<file path="src/hw/_end.sv">
`timescale 1ns/1ps

</file>
<file path="src/hw/stpg_pkg.sv">
package stpg_pkg;

    // ------------------------------------------------------------
    // Counter and word widths
    // ------------------------------------------------------------
    localparam int H_W = 13;
    localparam int V_W = 11;
    localparam int W_W = 10;

    // ------------------------------------------------------------
    // Standard select codes
    // ------------------------------------------------------------
    localparam logic [2:0] STD_HD = 3'h1;
    localparam logic [2:0] STD_3GB = 3'h2;
    localparam logic [2:0] STD_3GA = 3'h3;

    // ------------------------------------------------------------
    // Transport format codes
    // ------------------------------------------------------------
    localparam logic [3:0] FMT_525I = 4'h0;
    localparam logic [3:0] FMT_625I = 4'h1;
    localparam logic [3:0] FMT_1080I60 = 4'h4;
    localparam logic [3:0] FMT_1080I50 = 4'h5;
    localparam logic [3:0] FMT_1080P24 = 4'h6;
    localparam logic [3:0] FMT_720P60 = 4'h7;
    localparam logic [3:0] FMT_720P50 = 4'h8;
    localparam logic [3:0] FMT_720P30 = 4'h9;
    localparam logic [3:0] FMT_720P25 = 4'hA;
    localparam logic [3:0] FMT_720P24 = 4'hB;
    localparam logic [3:0] FMT_1080P30 = 4'hC;
    localparam logic [3:0] FMT_1080P25 = 4'hD;
    localparam logic [3:0] FMT_1080SF24 = 4'hE;

    // ------------------------------------------------------------
    // Video levels and bar width shift
    // ------------------------------------------------------------
    localparam logic [W_W-1:0] Y_BLACK = 10'h040;
    localparam logic [W_W-1:0] C_ZERO = 10'h200;
    localparam logic [W_W-1:0] PATHO_Y1 = 10'h198;
    localparam logic [W_W-1:0] PATHO_C1 = 10'h300;
    localparam logic [W_W-1:0] PATHO_Y2 = 10'h110;
    localparam logic [W_W-1:0] PATHO_C2 = 10'h200;
    localparam int BAR_SHIFT = 3;

    typedef enum logic [1:0] {
        ST_LOAD = 2'b01,
        ST_RUN = 2'b10
    } stpg_state_e;

    typedef struct packed {
        logic [H_W-1:0] h_total;
        logic [H_W-1:0] h_active;
        logic [V_W-1:0] v_total;
        logic [V_W-1:0] v_active;
        logic interlaced;
        logic frac_ok;
    } stpg_timing_s;

    // Raster geometry per format code; reserved codes fall back to 525i
    function automatic stpg_timing_s stpg_fmt_timing(input logic [3:0] code);
        stpg_timing_s t;
        t = '{13'h035A, 13'h02D0, 11'h20D, 11'h1E6, 1'b1, 1'b0};
        case (code)
            FMT_625I: t = '{13'h0360, 13'h02D0, 11'h271, 11'h240, 1'b1, 1'b0};
            FMT_1080I60: t = '{13'h0898, 13'h0780, 11'h465, 11'h438, 1'b1, 1'b1};
            FMT_1080I50: t = '{13'h0A50, 13'h0780, 11'h465, 11'h438, 1'b1, 1'b0};
            FMT_1080P24: t = '{13'h0ABE, 13'h0780, 11'h465, 11'h438, 1'b0, 1'b1};
            FMT_720P60: t = '{13'h0672, 13'h0500, 11'h2EE, 11'h2D0, 1'b0, 1'b1};
            FMT_720P50: t = '{13'h07BC, 13'h0500, 11'h2EE, 11'h2D0, 1'b0, 1'b0};
            FMT_720P30: t = '{13'h0CE4, 13'h0500, 11'h2EE, 11'h2D0, 1'b0, 1'b1};
            FMT_720P25: t = '{13'h0F78, 13'h0500, 11'h2EE, 11'h2D0, 1'b0, 1'b0};
            FMT_720P24: t = '{13'h101D, 13'h0500, 11'h2EE, 11'h2D0, 1'b0, 1'b1};
            FMT_1080P30: t = '{13'h0898, 13'h0780, 11'h465, 11'h438, 1'b0, 1'b1};
            FMT_1080P25: t = '{13'h0A50, 13'h0780, 11'h465, 11'h438, 1'b0, 1'b0};
            FMT_1080SF24: t = '{13'h0ABE, 13'h0780, 11'h465, 11'h438, 1'b1, 1'b1};
            default: t = '{13'h035A, 13'h02D0, 11'h20D, 11'h1E6, 1'b1, 1'b0};
        endcase
        return t;
    endfunction

endpackage

</file>
<file path="src/hw/stpg_bar_if.sv">
`timescale 1ns/1ps
`default_nettype none
interface stpg_bar_if;
    logic [2:0] idx;
    logic amp100;
    logic [9:0] y;
    logic [9:0] cb;
    logic [9:0] cr;
    modport req (output idx, output amp100, input y, input cb, input cr);
    modport rsp (input idx, input amp100, output y, output cb, output cr);
endinterface
`default_nettype wire

</file>
<file path="src/hw/stpg_bar_lut.sv">
`timescale 1ns/1ps
`default_nettype none
module stpg_bar_lut (
    stpg_bar_if.rsp bar // Bar index in, colour out
);
    // ------------------------------------------------------------
    // Colour table: white, yellow, cyan, green, magenta, red, blue, black
    // ------------------------------------------------------------
    function automatic logic [29:0] stpg_bar_color(input logic amp100, input logic [2:0] idx);
        logic [29:0] v;
        v = {10'h040, 10'h200, 10'h200};
        case ({amp100, idx})
            4'h0: v = {10'h2D1, 10'h200, 10'h200};
            4'h1: v = {10'h2A2, 10'h0B0, 10'h21F};
            4'h2: v = {10'h245, 10'h24D, 10'h0B0};
            4'h3: v = {10'h216, 10'h0FD, 10'h0CF};
            4'h4: v = {10'h0FB, 10'h303, 10'h331};
            4'h5: v = {10'h0CC, 10'h1B3, 10'h350};
            4'h6: v = {10'h06F, 10'h350, 10'h1E1};
            4'h8: v = {10'h3AC, 10'h200, 10'h200};
            4'h9: v = {10'h36D, 10'h040, 10'h249};
            4'hA: v = {10'h2F1, 10'h267, 10'h040};
            4'hB: v = {10'h2B2, 10'h0A7, 10'h089};
            4'hC: v = {10'h13A, 10'h359, 10'h377};
            4'hD: v = {10'h0FB, 10'h199, 10'h3C0};
            4'hE: v = {10'h07F, 10'h3C0, 10'h1B7};
            default: v = {10'h040, 10'h200, 10'h200};
        endcase
        return v;
    endfunction

    assign {bar.y, bar.cb, bar.cr} = stpg_bar_color(bar.amp100, bar.idx);

    // Only checked on the white bar, so an undriven index before reset stays quiet
    always_comb begin
        if (bar.idx == 3'h0) begin
            white_amp_a: assert (bar.y == (bar.amp100 ? 10'h3AC : 10'h2D1))
                else $error("white bar level does not follow amplitude select");
        end
    end
endmodule
`default_nettype wire

</file>
<file path="src/hw/stpg_top.sv">
`timescale 1ns/1ps
`default_nettype none
module stpg_top
    import stpg_pkg::*;
(
    input wire logic ref_clk, // Transmit parallel clock
    input wire logic nrst, // Synchronous reset, active low
    input wire logic ce, // Clock enable, freezes all state
    input wire logic [2:0] std_select, // Video standard
    input wire logic [3:0] format_select, // Transport format
    input wire logic dual_link_map_enable, // Dual-link mapping request
    input wire logic rate_frac_select, // High for 1/1.001 rate
    input wire logic bar_amplitude_select, // High for 100% bars
    input wire logic patho_select, // Pathological pattern
    input wire logic blank_select, // Black picture
    input wire logic no_color_select, // Zero chroma bars
    input wire logic seg_frame_select, // Segmented frame output
    output logic [9:0] y_word, // Luma word
    output logic [9:0] c_word, // Chroma word
    output logic h_blank, // Horizontal blanking
    output logic v_blank, // Vertical blanking
    output logic field_id, // Second field or segment
    output logic sof, // First sample of frame
    output logic [10:0] line_num, // Frame line counter
    output logic frac_rate, // Fractional clock request
    output logic seg_frame, // Segmented frame active
    output logic dl_active, // Dual-link mapping active
    output logic std_hd, // HD standard decoded
    output logic std_3gb, // 3G level B decoded
    output logic std_3ga // 3G level A decoded
);
    // ------------------------------------------------------------
    // State
    // ------------------------------------------------------------
    typedef struct packed {
        stpg_state_e state;
        logic [3:0] cur_fmt;
        logic [H_W-1:0] h_cnt;
        logic [V_W-1:0] v_cnt;
        logic [H_W-1:0] bar_cnt;
        logic [2:0] bar_idx;
        logic [W_W-1:0] y_word;
        logic [W_W-1:0] c_word;
        logic h_blank;
        logic v_blank;
        logic field_id;
        logic sof;
        logic frac_rate;
        logic seg_frame;
        logic dl_active;
        logic std_hd;
        logic std_3gb;
        logic std_3ga;
    } stpg_regs_s;

    stpg_regs_s r_ff;
    stpg_regs_s nxt_r;
    stpg_timing_s tim;
    stpg_bar_if bar ();
    logic [V_W-1:0] v_half;
    logic [V_W-1:0] v_in_fld;
    logic [V_W-1:0] v_act_fld;
    logic second_fld;
    logic pix_act;
    logic fmt_chg;

    stpg_bar_lut u_bar_lut (
        .bar(bar)
    );

    assign bar.idx = r_ff.bar_idx;
    assign bar.amp100 = bar_amplitude_select;

    // ------------------------------------------------------------
    // Raster position decode
    // ------------------------------------------------------------
    // format code selects geometry
    assign tim = stpg_fmt_timing(r_ff.cur_fmt);
    assign v_half = tim.v_total >> 1;
    assign second_fld = tim.interlaced && (r_ff.v_cnt >= v_half);
    assign v_in_fld = second_fld ? (r_ff.v_cnt - v_half) : r_ff.v_cnt;
    assign v_act_fld = tim.interlaced ? (tim.v_active >> 1) : tim.v_active;
    assign pix_act = (r_ff.h_cnt < tim.h_active) && (v_in_fld < v_act_fld);
    assign fmt_chg = (format_select != r_ff.cur_fmt);

    always_comb begin
        nxt_r = r_ff;
        nxt_r.sof = 1'b0;
        nxt_r.std_hd = (std_select == STD_HD);
        nxt_r.std_3gb = (std_select == STD_3GB);
        nxt_r.std_3ga = (std_select == STD_3GA);
        // mapping only honoured for HD or 3Gb
        nxt_r.dl_active = dual_link_map_enable && (std_select == STD_HD || std_select == STD_3GB);
        nxt_r.frac_rate = rate_frac_select && tim.frac_ok;
        nxt_r.seg_frame = seg_frame_select && (r_ff.cur_fmt == FMT_1080I60 || r_ff.cur_fmt == FMT_1080I50);
        case (r_ff.state)
            ST_LOAD: begin
                nxt_r.cur_fmt = format_select;
                nxt_r.h_cnt = '0;
                nxt_r.v_cnt = '0;
                nxt_r.bar_cnt = '0;
                nxt_r.bar_idx = '0;
                nxt_r.y_word = Y_BLACK;
                nxt_r.c_word = C_ZERO;
                nxt_r.state = ST_RUN;
            end
            ST_RUN: begin
                if (fmt_chg) begin
                    nxt_r.state = ST_LOAD;
                end else begin
                    if (r_ff.h_cnt == tim.h_total - 13'h0001) begin
                        nxt_r.h_cnt = '0;
                        nxt_r.bar_cnt = '0;
                        nxt_r.bar_idx = '0;
                        if (r_ff.v_cnt == tim.v_total - 11'h001) begin
                            nxt_r.v_cnt = '0;
                        end else begin
                            nxt_r.v_cnt = r_ff.v_cnt + 11'h001;
                        end
                    end else begin
                        nxt_r.h_cnt = r_ff.h_cnt + 13'h0001;
                        if (r_ff.bar_cnt == (tim.h_active >> BAR_SHIFT) - 13'h0001) begin
                            nxt_r.bar_cnt = '0;
                            nxt_r.bar_idx = r_ff.bar_idx + 3'h1;
                        end else begin
                            nxt_r.bar_cnt = r_ff.bar_cnt + 13'h0001;
                        end
                    end
                    nxt_r.sof = (r_ff.h_cnt == '0) && (r_ff.v_cnt == '0);
                    nxt_r.h_blank = (r_ff.h_cnt >= tim.h_active);
                    nxt_r.v_blank = (v_in_fld >= v_act_fld);
                    nxt_r.field_id = second_fld;
                    if (!pix_act) begin
                        nxt_r.y_word = Y_BLACK;
                        nxt_r.c_word = C_ZERO;
                    end else if (blank_select) begin
                        nxt_r.y_word = Y_BLACK;
                        nxt_r.c_word = C_ZERO;
                    end else if (patho_select) begin
                        nxt_r.y_word = (v_in_fld < (v_act_fld >> 1)) ? PATHO_Y1 : PATHO_Y2;
                        nxt_r.c_word = (v_in_fld < (v_act_fld >> 1)) ? PATHO_C1 : PATHO_C2;
                    end else begin
                        nxt_r.y_word = bar.y;
                        if (no_color_select) begin
                            nxt_r.c_word = C_ZERO;
                        end else begin
                            nxt_r.c_word = r_ff.h_cnt[0] ? bar.cr : bar.cb;
                        end
                    end
                end
            end
            default: begin
                nxt_r.state = ST_LOAD;
            end
        endcase
    end

    always_ff @(posedge ref_clk) begin
        if (!nrst) begin
            r_ff <= '{state: ST_LOAD, y_word: Y_BLACK, c_word: C_ZERO, default: '0};
        end else if (ce) begin
            r_ff <= nxt_r;
        end
    end

    // ------------------------------------------------------------
    // Outputs
    // ------------------------------------------------------------
    assign y_word = r_ff.y_word;
    assign c_word = r_ff.c_word;
    assign h_blank = r_ff.h_blank;
    assign v_blank = r_ff.v_blank;
    assign field_id = r_ff.field_id;
    assign sof = r_ff.sof;
    assign line_num = r_ff.v_cnt;
    assign frac_rate = r_ff.frac_rate;
    assign seg_frame = r_ff.seg_frame;
    assign dl_active = r_ff.dl_active;
    assign std_hd = r_ff.std_hd;
    assign std_3gb = r_ff.std_3gb;
    assign std_3ga = r_ff.std_3ga;
endmodule
`default_nettype wire

</file>
<file path="config.mk">
export PLATFORM = sky130hd
export DESIGN_NAME = stpg_top
export DESIGN_NICKNAME = d
export VERILOG_FILES = /design/src/hw/_end.sv /design/src/hw/stpg_pkg.sv /design/src/hw/stpg_bar_if.sv /design/src/hw/stpg_bar_lut.sv /design/src/hw/stpg_top.sv
export SDC_FILE = /design/constraint.sdc
export NUM_CORES = 1
export LEC_CHECK = 0
export ABC_AREA = 1
export BUFFER_PORTS_ARGS = -buffer_cell sky130_fd_sc_hd__buf_2
export CAP_MARGIN = 5
export CORE_AREA = 2 2 133 135
export CTS_CLUSTER_SIZE = 40
export DETAILED_ROUTE_END_ITERATION = 6
export DIE_AREA = 0 0 135 137
export GPL_TIMING_DRIVEN = 0
export PLACE_DENSITY = 0.7
export SLEW_MARGIN = 20
export SYNTH_ARGS = -nofsm -noshare
export SYNTH_HDL_FRONTEND = slang
export SYNTH_SLANG_ARGS = --single-unit
</file>
<file path="constraint.sdc">
create_clock -name ref_clk -period 10.69 [get_ports ref_clk]
set_clock_uncertainty 0.1 [all_clocks]
set_input_delay 0.5345 -clock ref_clk [delete_from_list [all_inputs] [get_ports ref_clk]]
set_output_delay 0.5345 -clock ref_clk [all_outputs]
set_load 0.03 [all_outputs]
</file>
==> results of run 1 <==
[kinds of logic (layout without fill, tap and decap cells)]
| family | count (synthesis) | after routing |
|---|---|---|
| AND/OR/NAND/NOR | 502 | 502 |
| XOR/XNOR | 55 | 55 |
| flip-flops | 103 | 103 |
| multiplexers | 1 | 1 |
| buffers and inverters | 188 | 259 |
| adder cells (fa/ha/maj) | 65 | 65 |
| AO/OA/AOI/OAI | 193 | 193 |
[cell usage in the layout, fill, tap and decap left out, types with 3 or more instances in the layout]
cell       synthesis  layout
o22ai_1            3       3
nor4_1             3       3
o21ai_0           75      75
o21bai_1           8       8
inv_1            118     118
a31oi_1            4       4
nand2_2            4       4
a21oi_1           76      76
clkinv_1           3       3
buf_1              5       5
xor2_1            39      39
buf_4             33      33
o21a_1             3       3
nor2_2             7       7
o31ai_1            3       3
ha_1              64      64
nand4_1           34      34
nor3_1            11      11
o211ai_1           6       6
nand3_1           43      43
nand2_1          232     232
dfxtp_1          103     103
buf_6              4       4
buf_2              6      61
o2111ai_1          5       5
xnor2_1           16      16
or2_2              7       7
clkbuf_16          0       9
nor3b_1            4       4
nor3_2             4       4
nor2_1           140     140
inv_2              5       5
clkbuf_1          13      13
[sequential cells by signal (all words and copies together), names as in the netlist]
name / cells
field_id: 1
std_3ga: 1
std_hd: 1
std_3gb: 1
bar.idx: 3
sof: 1
seg_frame: 1
frac_rate: 1
y_word: 10
dl_active: 1
c_word: 10
tim: 27
r_ff: 32
line_num: 11
h_blank: 1
v_blank: 1
[metrics by stage]
stage	hold slack, ns	worst slack, ns	power (W)	instances
after floorplan	0.3432	7.260	0.0007176	1107
after global placement	0.3506	6.321	0.0008031	1387
after detailed placement	0.3539	6.241	0.0008080	1387
after CTS	0.3238	6.220	0.001158	1403
after global routing	0.3378	5.766	0.001233	1403
final	0.3232	6.195	0.001155	1403
[cell type report]
class                           count  area [µm²]
Timing Repair Buffer               55       275.3
Inverter                          127       479.2
Multi-Input combinational cell    816        4609
Fill cell                        1708        8645
Tap cell                          225       281.5
Clock buffer                       10       239.0
Sequential cell                   103        2062
Clock inverter                      6       75.07
Buffer                             61       390.4
[worst paths after layout]
kind | cells past startpoint | end | start | slack, ns
min reg2reg | 2 | std_3gb | std_3gb | 0.37
max | 19 | c_word[4] | tim[16] | 6.19
max reg2reg | 19 | c_word[4] | tim[16] | 6.19
min | 3 | dl_active | dual_link_map_enable | 0.32
[power by group through the flow]
stage | clock [W] | sequential, W | combinational [W]
after CTS | 0.000356 | 0.000440 | 0.000363
after global routing | 0.000371 | 0.000444 | 0.000418
after floorplan | 0 | 0.000438 | 0.000280
final | 0.000351 | 0.000440 | 0.000364
after global placement | 0 | 0.000448 | 0.000355
after detailed placement | 0 | 0.000448 | 0.000360
[worst reg2reg max path, cell delays in order, from the launching register on]
cell,delay [ns]
dfxtp_1,0.45
inv_1,0.15
ha_1,0.36
a21oi_1,0.16
nand2_1,0.12
nand2_1,0.08
nand2_1,0.09
nand2_1,0.07
nand2_1,0.09
nand2_1,0.15
clkbuf_1,0.32
o21ai_0,0.23
ha_1,0.35
a21oi_1,0.15
o21ai_0,0.14
nand2_1,0.08
o2111ai_1,0.20
nor3_1,0.72
o2111ai_1,0.23
a21oi_1,0.18
[layer usage]
metal  global-route usage [%]  vias to the layer above  part of all wire (%)
met5                        0                        -                     0
met4                    6.887                        0                   1.9
met3                    2.630                       25                   5.4
met2                    35.36                      210                    44
met1                    30.73                     3232                    49
li1                         -                     3730                     -
==> flow_summary.toml, run 1 <==
[logic_synthesis]
synthFlopType = "dfxtp_1"
yosysUniqueCellTypes = 54
async_flop_share_pct = 0
synthCells = 1107
yosys_warnings = 0
syn-num-nets = 1189
synth_commonest_cells = "nand2_1, nor2_1, inv_1"
yosysSeqAreaShare_pct = 27.34
synth.most_common_cell = "nand2_1"
synth_xor_area_share_pct = 6.388
synth_top_cell_area_share_pct = 27.34
syn_area_mm2 = 0.007541
synth.avg_cell_area_um2 = 6.812
synth_seq_cells = 103
synth_compound_area_share_pct = 14.30
synth_edf_count = 0
synthMuxAreaShare_pct = 0.1327
synth_top_family_by_area = "simple AND/OR/NAND/NOR gates"
synth_area_leaders = "dfxtp_1, nand2_1, ha_1, nor2_1, inv_1"
synthSimpleGateAreaFrac_pct = 29.42
synth-adder-area-share_pct = 10.88
synth_top_area_cell = "dfxtp_1"

[sta]
setup-tns-final_ns = 0
final_hold_viol_count = 0
timing.final.crit_share_pct = 42.05
rsz0062_at_grt = "no"
timing.fmax_mhz = 222.5
final.min_clock_period_ns = 4.495
relSlewSlack_pct = 45.75
final_max_slew_viol_count = 0
final-setup-viol-count = 0
worstMarginPinSlew_ns = 0.8075

[route]
viasPerCell = 5.130
via_count = 7197
routedWlPerCell_um = 13.98
drt-initial-drc-count = 634
wl_um = 19620
drt-pass1-iter-count = 5
antenna_left = 0
drcViolationCount = 0

[power_and_ir_drop]
power_frac_seq_pct = 38.1
cellLeakagePower_nw = 3.906
p_sw_w = 0.0004213
pwr-share-comb_pct = 31.5
clockPowerShare_pct = 30.4
ir_drop_v = 0.00008414
p_per_area_mw_per_mm2 = 137.3
internal-power_w = 0.0007340
swShare_pct = 36.47

[global_routing]
grt_overflow_total = 0
grt_pass1_wl_um = 32250
antenna_found_initial = 0
grt_usage_pct = 21.97
grt_start_max_net_pins = 19
grt_pass1_vias = 6434

[finish]
design_area_mm2 = 0.008412
drive_above_1_share_pct = 12.82
area_growth_pct = 11.55
diodes = 0
fin_util_pct = 49.32
fin_nets = 1255

[setup_path]
crit_arrival_ns = 4.69
cpPeakStageDelay_ns = 0.72
crit_top_cell = "nand2_1"
crit_chain = "inv_1, ha_1, a21oi_1, nand2_1, nand2_1, nand2_1, nand2_1, nand2_1, nand2_1, clkbuf_1, o21ai_0, ha_1, a21oi_1, o21ai_0, nand2_1, o2111ai_1, nor3_1, o2111ai_1, a21oi_1"
cp.required_ns = 10.89
critPathMaxFanout = 10
start_kind = "register"
worst_path_max_delay_cell = "nor3_1"
worstSetupPathType = "reg -> reg"
endpoint_kind = "register"
path_delay_family = "simple AND/OR/NAND/NOR gates"
crit_buf_inv = 2

[clock_network]
clk_latency_ns = 0.36
clk_pin_slew_worst_paths_ns = 0.07
post-cts-setup-buffers = 0
clockRootBuffer = "clkbuf_16"
cts.sinks = 103
hold_buffers = 0
post_cts_resized = 0
tritoncts = "built"
cts_made_buffers = 9
cts_buffer_depth = 2
htree_num_levels = 3

[die]
die_y_um = 137
initial_core_util_pct = 44.21
placementRows = 48
io_pins = 58
die_w_um = 135
dieArea_mm2 = 0.01850
core_mm2 = 0.01706

[worst_hold_path]
hp-class = "in -> reg"

[run]
maxCapViolCount = 0

[placement]
hpwlAfterDp_um = 15280
place_congestion = 0.9501
place_area_mm2 = 0.008098
io_buffers = 55

[status]
outcome = "finished clean"
No activity file was read; power rests on OpenSTA's default activity.
==> inputs of run 2 (changes only) <==
--- a/config.mk
+++ b/config.mk
@@ -13,7 +13,7 @@
 export DETAILED_ROUTE_END_ITERATION = 6
 export DIE_AREA = 0 0 135 137
 export GPL_TIMING_DRIVEN = 0
-export PLACE_DENSITY = 0.7
+export PLACE_DENSITY = 0.72
 export SLEW_MARGIN = 20
 export SYNTH_ARGS = -nofsm -noshare
 export SYNTH_HDL_FRONTEND = slang
==> constraint.sdc (replaced) <==
create_clock -name ref_clk -period 4.05 [get_ports ref_clk]
set_clock_uncertainty 0.1 [all_clocks]
set_input_delay 0.2025 -clock ref_clk [delete_from_list [all_inputs] [get_ports ref_clk]]
set_output_delay 0.2025 -clock ref_clk [all_outputs]
set_load 0.03 [all_outputs]
==> flow_summary.toml, run 2 (synthesis results as in run 1) <==
[route]
wl_um = 19730
via_count = 7306
routedWlPerCell_um = 14.02
antenna_left = 0
drt-pass1-iter-count = 5
drt-initial-drc-count = 638
drcViolationCount = 0
viasPerCell = 5.193

[finish]
diodes = 0
largest_reg_flops = 32
stdcell_count = 1407
drive_above_1_share_pct = 15.23
nFillCells = 1666
final_common_cell = "nand2_1"
top_register = "r_ff"
fin_nets = 1259
final_cell_mix = "nand2_1, nor2_1, inv_1"
area_growth_pct = 14.35

[global_routing]
grt_pass1_vias = 6424
grt_usage_pct = 21.67
grt_start_max_net_pins = 19
grt_pass1_wl_um = 32060
grt_overflow_total = 0
antenna_found_initial = 0

[clock_network]
clockRootBuffer = "clkbuf_16"
cts_made_buffers = 9
cts_buffer_depth = 2
clk_latency_ns = 0.35
tritoncts = "built"
htree_num_levels = 3
cts.sinks = 103
clk_pin_slew_worst_paths_ns = 0.08

[die]
placementRows = 48
io_pins = 58
dieArea_mm2 = 0.01850
core_mm2 = 0.01706
die_y_um = 137
die_w_um = 135
initial_core_util_pct = 44.21

[sta]
final_hold_viol_count = 0
setup-tns-final_ns = 0
final_max_slew_viol_count = 0
timing.fmax_mhz = 264.0
relSlewSlack_pct = 52.58
whs_ns = 0.01714
final-setup-viol-count = 0
worstMarginPinSlew_ns = 0.7114
timing.final.crit_share_pct = 93.54
final.min_clock_period_ns = 3.789

[setup_path]
endpoint_kind = "register"
worstSetupPathType = "reg -> reg"
crit_arrival_ns = 3.98
r2r_slack_ns = 0.26
critPathMaxFanout = 10
reg2regPathDepth = 20
start_kind = "register"
reg2reg_from = "tim[23]"
worstReg2RegEnd = "c_word[6]"
crit_start = "tim[23]"
cp.required_ns = 4.24
cp-endpoint = "c_word[6]"

[run]
maxCapViolCount = 0

[placement]
io_buffers = 55
placed_cells = 1387
hpwlAfterDp_um = 15180
place_congestion = 0.9473

[worst_hold_path]
hp-class = "in -> reg"

[status]
outcome = "finished clean"

[power_and_ir_drop]
ir_drop_v = 0.0002314
p_per_area_mw_per_mm2 = 374.3
cellLeakagePower_nw = 3.945
-- run 2: what timing repair did --
| action | in CTS | in global routing |
|---|---|---|
| buffers inserted | 1 | 1 |
| endpoints found under the setup margin | 17 | 20 |
| hold buffers | 2 | 0 |
| pin swaps | 1 | 3 |
| resized for setup | 5 | 35 |
| endpoints found under the hold margin | 2 | 0 |
-- run 2: how the worst min path moves through the flow --
stage	from	to	slack, ns	cells past startpoint
finish	seg_frame_select	seg_frame	0.02	3
CTS	seg_frame_select	seg_frame	0.01	3
detailed placement	std_3ga	std_3ga	0.36	2
global placement	std_3ga	std_3ga	0.35	2
global route	seg_frame_select	seg_frame	0.04	3
floorplan	dual_link_map_enable	dl_active	0.25	2
-- run 2: per-layer routing --
layer	routed length [µm]	vias up	track usage (%)
li1	-	3736	-
met1	9741	3318	31.11
met2	8442	221	33.67
met3	1144	31	2.926
met4	399	0	6.771
met5	0	-	0
-- run 2: where the power goes --
| part | switching (W) | total [W] | leakage [nW] | internal (W) |
|---|---|---|---|---|
| logic | 0.000639 | 0.00104 | 2.93 | 0.000396 |
| clock network | 0.000411 | 0.00102 | 0.168 | 0.000612 |
| registers | 0.0000890 | 0.00117 | 0.845 | 0.00108 |
| total | 0.00114 | 0.00323 | 3.95 | 0.00209 |
-- run 2: cell type report --
type | count | area (µm²) | area share (%)
buffer | 61 | 394.1 | 4.571
clock inverter | 7 | 126.4 | 1.465
multi-input combinational | 816 | 4731 | 54.86
clock buffer | 9 | 225.2 | 2.612
timing repair buffer | 59 | 310.3 | 3.598
tap | 225 | 281.5 | 3.265
sequential | 103 | 2076 | 24.07
inverter | 127 | 479.2 | 5.557
-- run 2: stage by stage --
| step | cell area (µm²) | util [%] | worst slack [ns] | total power (W) |
|---|---|---|---|---|
| 2_1_floorplan | 7541 | - | 0.6196 | 0.001894 |
| 3_3_place_gp | 8098 | 47.48 | -0.3665 | 0.002122 |
| 3_5_place_dp | 8098 | 47.48 | -0.4013 | 0.002136 |
| 4_1_cts | 8487 | 49.76 | 0.009637 | 0.003171 |
| 5_1_grt | 8623 | 50.56 | -0.05752 | 0.003439 |
| 6_report | 8623 | 50.56 | 0.2615 | 0.003228 |
-- run 2: worst max-delay path, cell delays in order (launching register included) --
cell       delay (ns)
dfxtp_2          0.39
inv_1            0.09
ha_1             0.39
nand2_1          0.08
nor2_1           0.18
nand2_1          0.09
nor2_1           0.09
nor2_1           0.04
nand2_1          0.13
nand2_2          0.11
buf_4            0.19
nand2_1          0.07
o21ai_2          0.07
ha_1             0.31
a21oi_1          0.15
o21ai_0          0.13
nand2_1          0.13
o2111ai_4        0.15
nor3_2           0.46
o2111ai_1        0.20
a21oi_1          0.17
==> inputs of run 3 (changes only) <==
--- a/config.mk
+++ b/config.mk
@@ -13,7 +13,6 @@
 export DETAILED_ROUTE_END_ITERATION = 6
 export DIE_AREA = 0 0 135 137
 export GPL_TIMING_DRIVEN = 0
-export PLACE_DENSITY = 0.72
 export SLEW_MARGIN = 20
 export SYNTH_ARGS = -nofsm -noshare
 export SYNTH_HDL_FRONTEND = slang
==> flow_summary.toml, run 3 (synthesis results as in run 1) <==
[clock_network]
clk_pin_slew_worst_paths_ns = 0.07
clk_latency_ns = 0.36
cts_buffer_depth = 2
cts.sinks = 103
tritoncts = "built"
htree_num_levels = 3
cts_made_buffers = 9
clockRootBuffer = "clkbuf_16"

[power_and_ir_drop]
p_sw_w = 0.001156
ir_drop_v = 0.0002315
power.total_w = 0.003116
swShare_pct = 37.11
power_frac_seq_pct = 37.4
cellLeakagePower_nw = 3.920
internal-power_w = 0.001960
p_per_area_mw_per_mm2 = 364.1
clockPowerShare_pct = 29.3
pwr-share-comb_pct = 33.2

[global_routing]
antenna_found_initial = 0
grt_pass1_vias = 6835
grt_pass1_wl_um = 34240
grt_overflow_total = 0
grt_start_max_net_pins = 19
grt_usage_pct = 23.32

[finish]
area_growth_pct = 13.49
final_cell_mix = "nand2_1, nor2_1, inv_1"
final_common_cell = "nand2_1"
fin_nets = 1258
fin_util_pct = 50.18
drive_above_1_share_pct = 15.33
largest_reg_flops = 32
diodes = 0
top_register = "r_ff"

[status]
outcome = "finished clean"

[setup_path]
reg2reg_from = "line_num[0]"
crit_start = "line_num[0]"
reg2regPathDepth = 23
cp.required_ns = 4.25
crit_arrival_ns = 3.99
start_kind = "register"
endpoint_kind = "register"
r2r_slack_ns = 0.26
worstReg2RegEnd = "c_word[5]"
critPathMaxFanout = 7
worstSetupPathType = "reg -> reg"
cp-endpoint = "c_word[5]"

[sta]
timing.final.crit_share_pct = 93.52
worstMarginPinSlew_ns = 0.6889
final-setup-viol-count = 0
final_hold_viol_count = 0
final_max_slew_viol_count = 0
setup-tns-final_ns = 0
relSlewSlack_pct = 54.07
timing.fmax_mhz = 264.0
final.min_clock_period_ns = 3.788

[die]
dieArea_mm2 = 0.01850
initial_core_util_pct = 44.21
core_mm2 = 0.01706
io_pins = 58
die_y_um = 137
placementRows = 48
die_w_um = 135

[placement]
place_congestion = 0.8827
hpwlAfterDp_um = 16020
io_buffers = 55

[route]
drt-initial-drc-count = 529
drcViolationCount = 0
via_count = 7235
viasPerCell = 5.146
wl_um = 20510
routedWlPerCell_um = 14.59
antenna_left = 0
drt-pass1-iter-count = 5

[worst_hold_path]
hp-class = "in -> reg"

[run]
maxCapViolCount = 0
-- run 3: cell types whose count changed in the layout (fill, tap and decap cells not counted), sizes merged --
cell,change
bufinv,-2
buf,-1
clkbuf,+1
inv,+1
-- run 3: routing by layer --
layer / wire length (µm) / track usage (%) / up-vias
li1: - / - / 3741
met1: 10050 / 32.59 / 3281
met2: 9107 / 37.48 / 188
met3: 989 / 3.704 / 25
met4: 363 / 6.076 / 0
met5: 0 / 0 / -
-- run 3: area by class of cell --
type	instances	area (µm²)
Sequential cell	103	2079
Fill cell	1785	8498
Tap cell	225	281.5
Buffer	61	394.1
Multi-Input combinational cell	816	4715
Inverter	127	479.2
Clock inverter	6	77.57
Clock buffer	10	229.0
Timing Repair Buffer	58	302.8
-- run 3: power by group through the flow --
stage,clock network (W),logic (W),registers (W)
2_1_floorplan,0,0.000738,0.00116
3_3_place_gp,0,0.000959,0.00119
3_5_place_dp,0,0.000965,0.00119
4_1_cts,0.000940,0.000991,0.00116
5_1_grt,0.000972,0.00119,0.00118
6_report,0.000914,0.00104,0.00117
-- run 3: worst min-delay path by stage --
stage / start / end / slack (ns) / cells after the start
floorplan: dual_link_map_enable / dl_active / 0.25 / 2
global placement: sof / sof / 0.35 / 2
detailed placement: sof / sof / 0.36 / 2
CTS: seg_frame_select / seg_frame / 0.006 / 3
global route: format_select[1] / r_ff[71] / 0.04 / 3
finish: seg_frame_select / seg_frame / 0.009 / 3
-- run 3: timing repair --
action	CTS	global route
hold buffers	2	0
pin swaps	1	3
resized for setup	13	30
endpoints found under the hold margin	2	0
setup endpoints to repair	20	20
buffers inserted	1	0
-- run 3: worst max-delay path: stages (launching register included) --
cell and delay [ns]:
dfxtp_4 0.39, inv_1 0.13, ha_1 0.16, inv_1 0.06, fa_1 0.37, nand2_1 0.13
a21oi_2 0.09, nand2_1 0.08, o21ai_0 0.08, a21oi_1 0.20, xnor2_1 0.10, o21ai_1 0.14
inv_1 0.08, ha_1 0.31, nand2_1 0.10, nor2_1 0.06, nand3_1 0.12, o2111ai_4 0.21
nor2_4 0.21, buf_4 0.15, nand4_1 0.18, nor2_1 0.17, a21oi_1 0.05, nor2_1 0.08
-- run 3: stage by stage --
step                      std cells  worst slack, ns  hold slack (ns)  cell area (µm²)
after floorplan                1107           0.6196           0.2452             7541
after global placement         1387          -0.5336           0.3502             8098
after detailed placement       1387          -0.5660           0.3564             8098
after CTS                      1406        0.0004570         0.006056             8458
after global routing           1406         -0.02663          0.03800             8558
final                          1406           0.2623         0.009313             8558
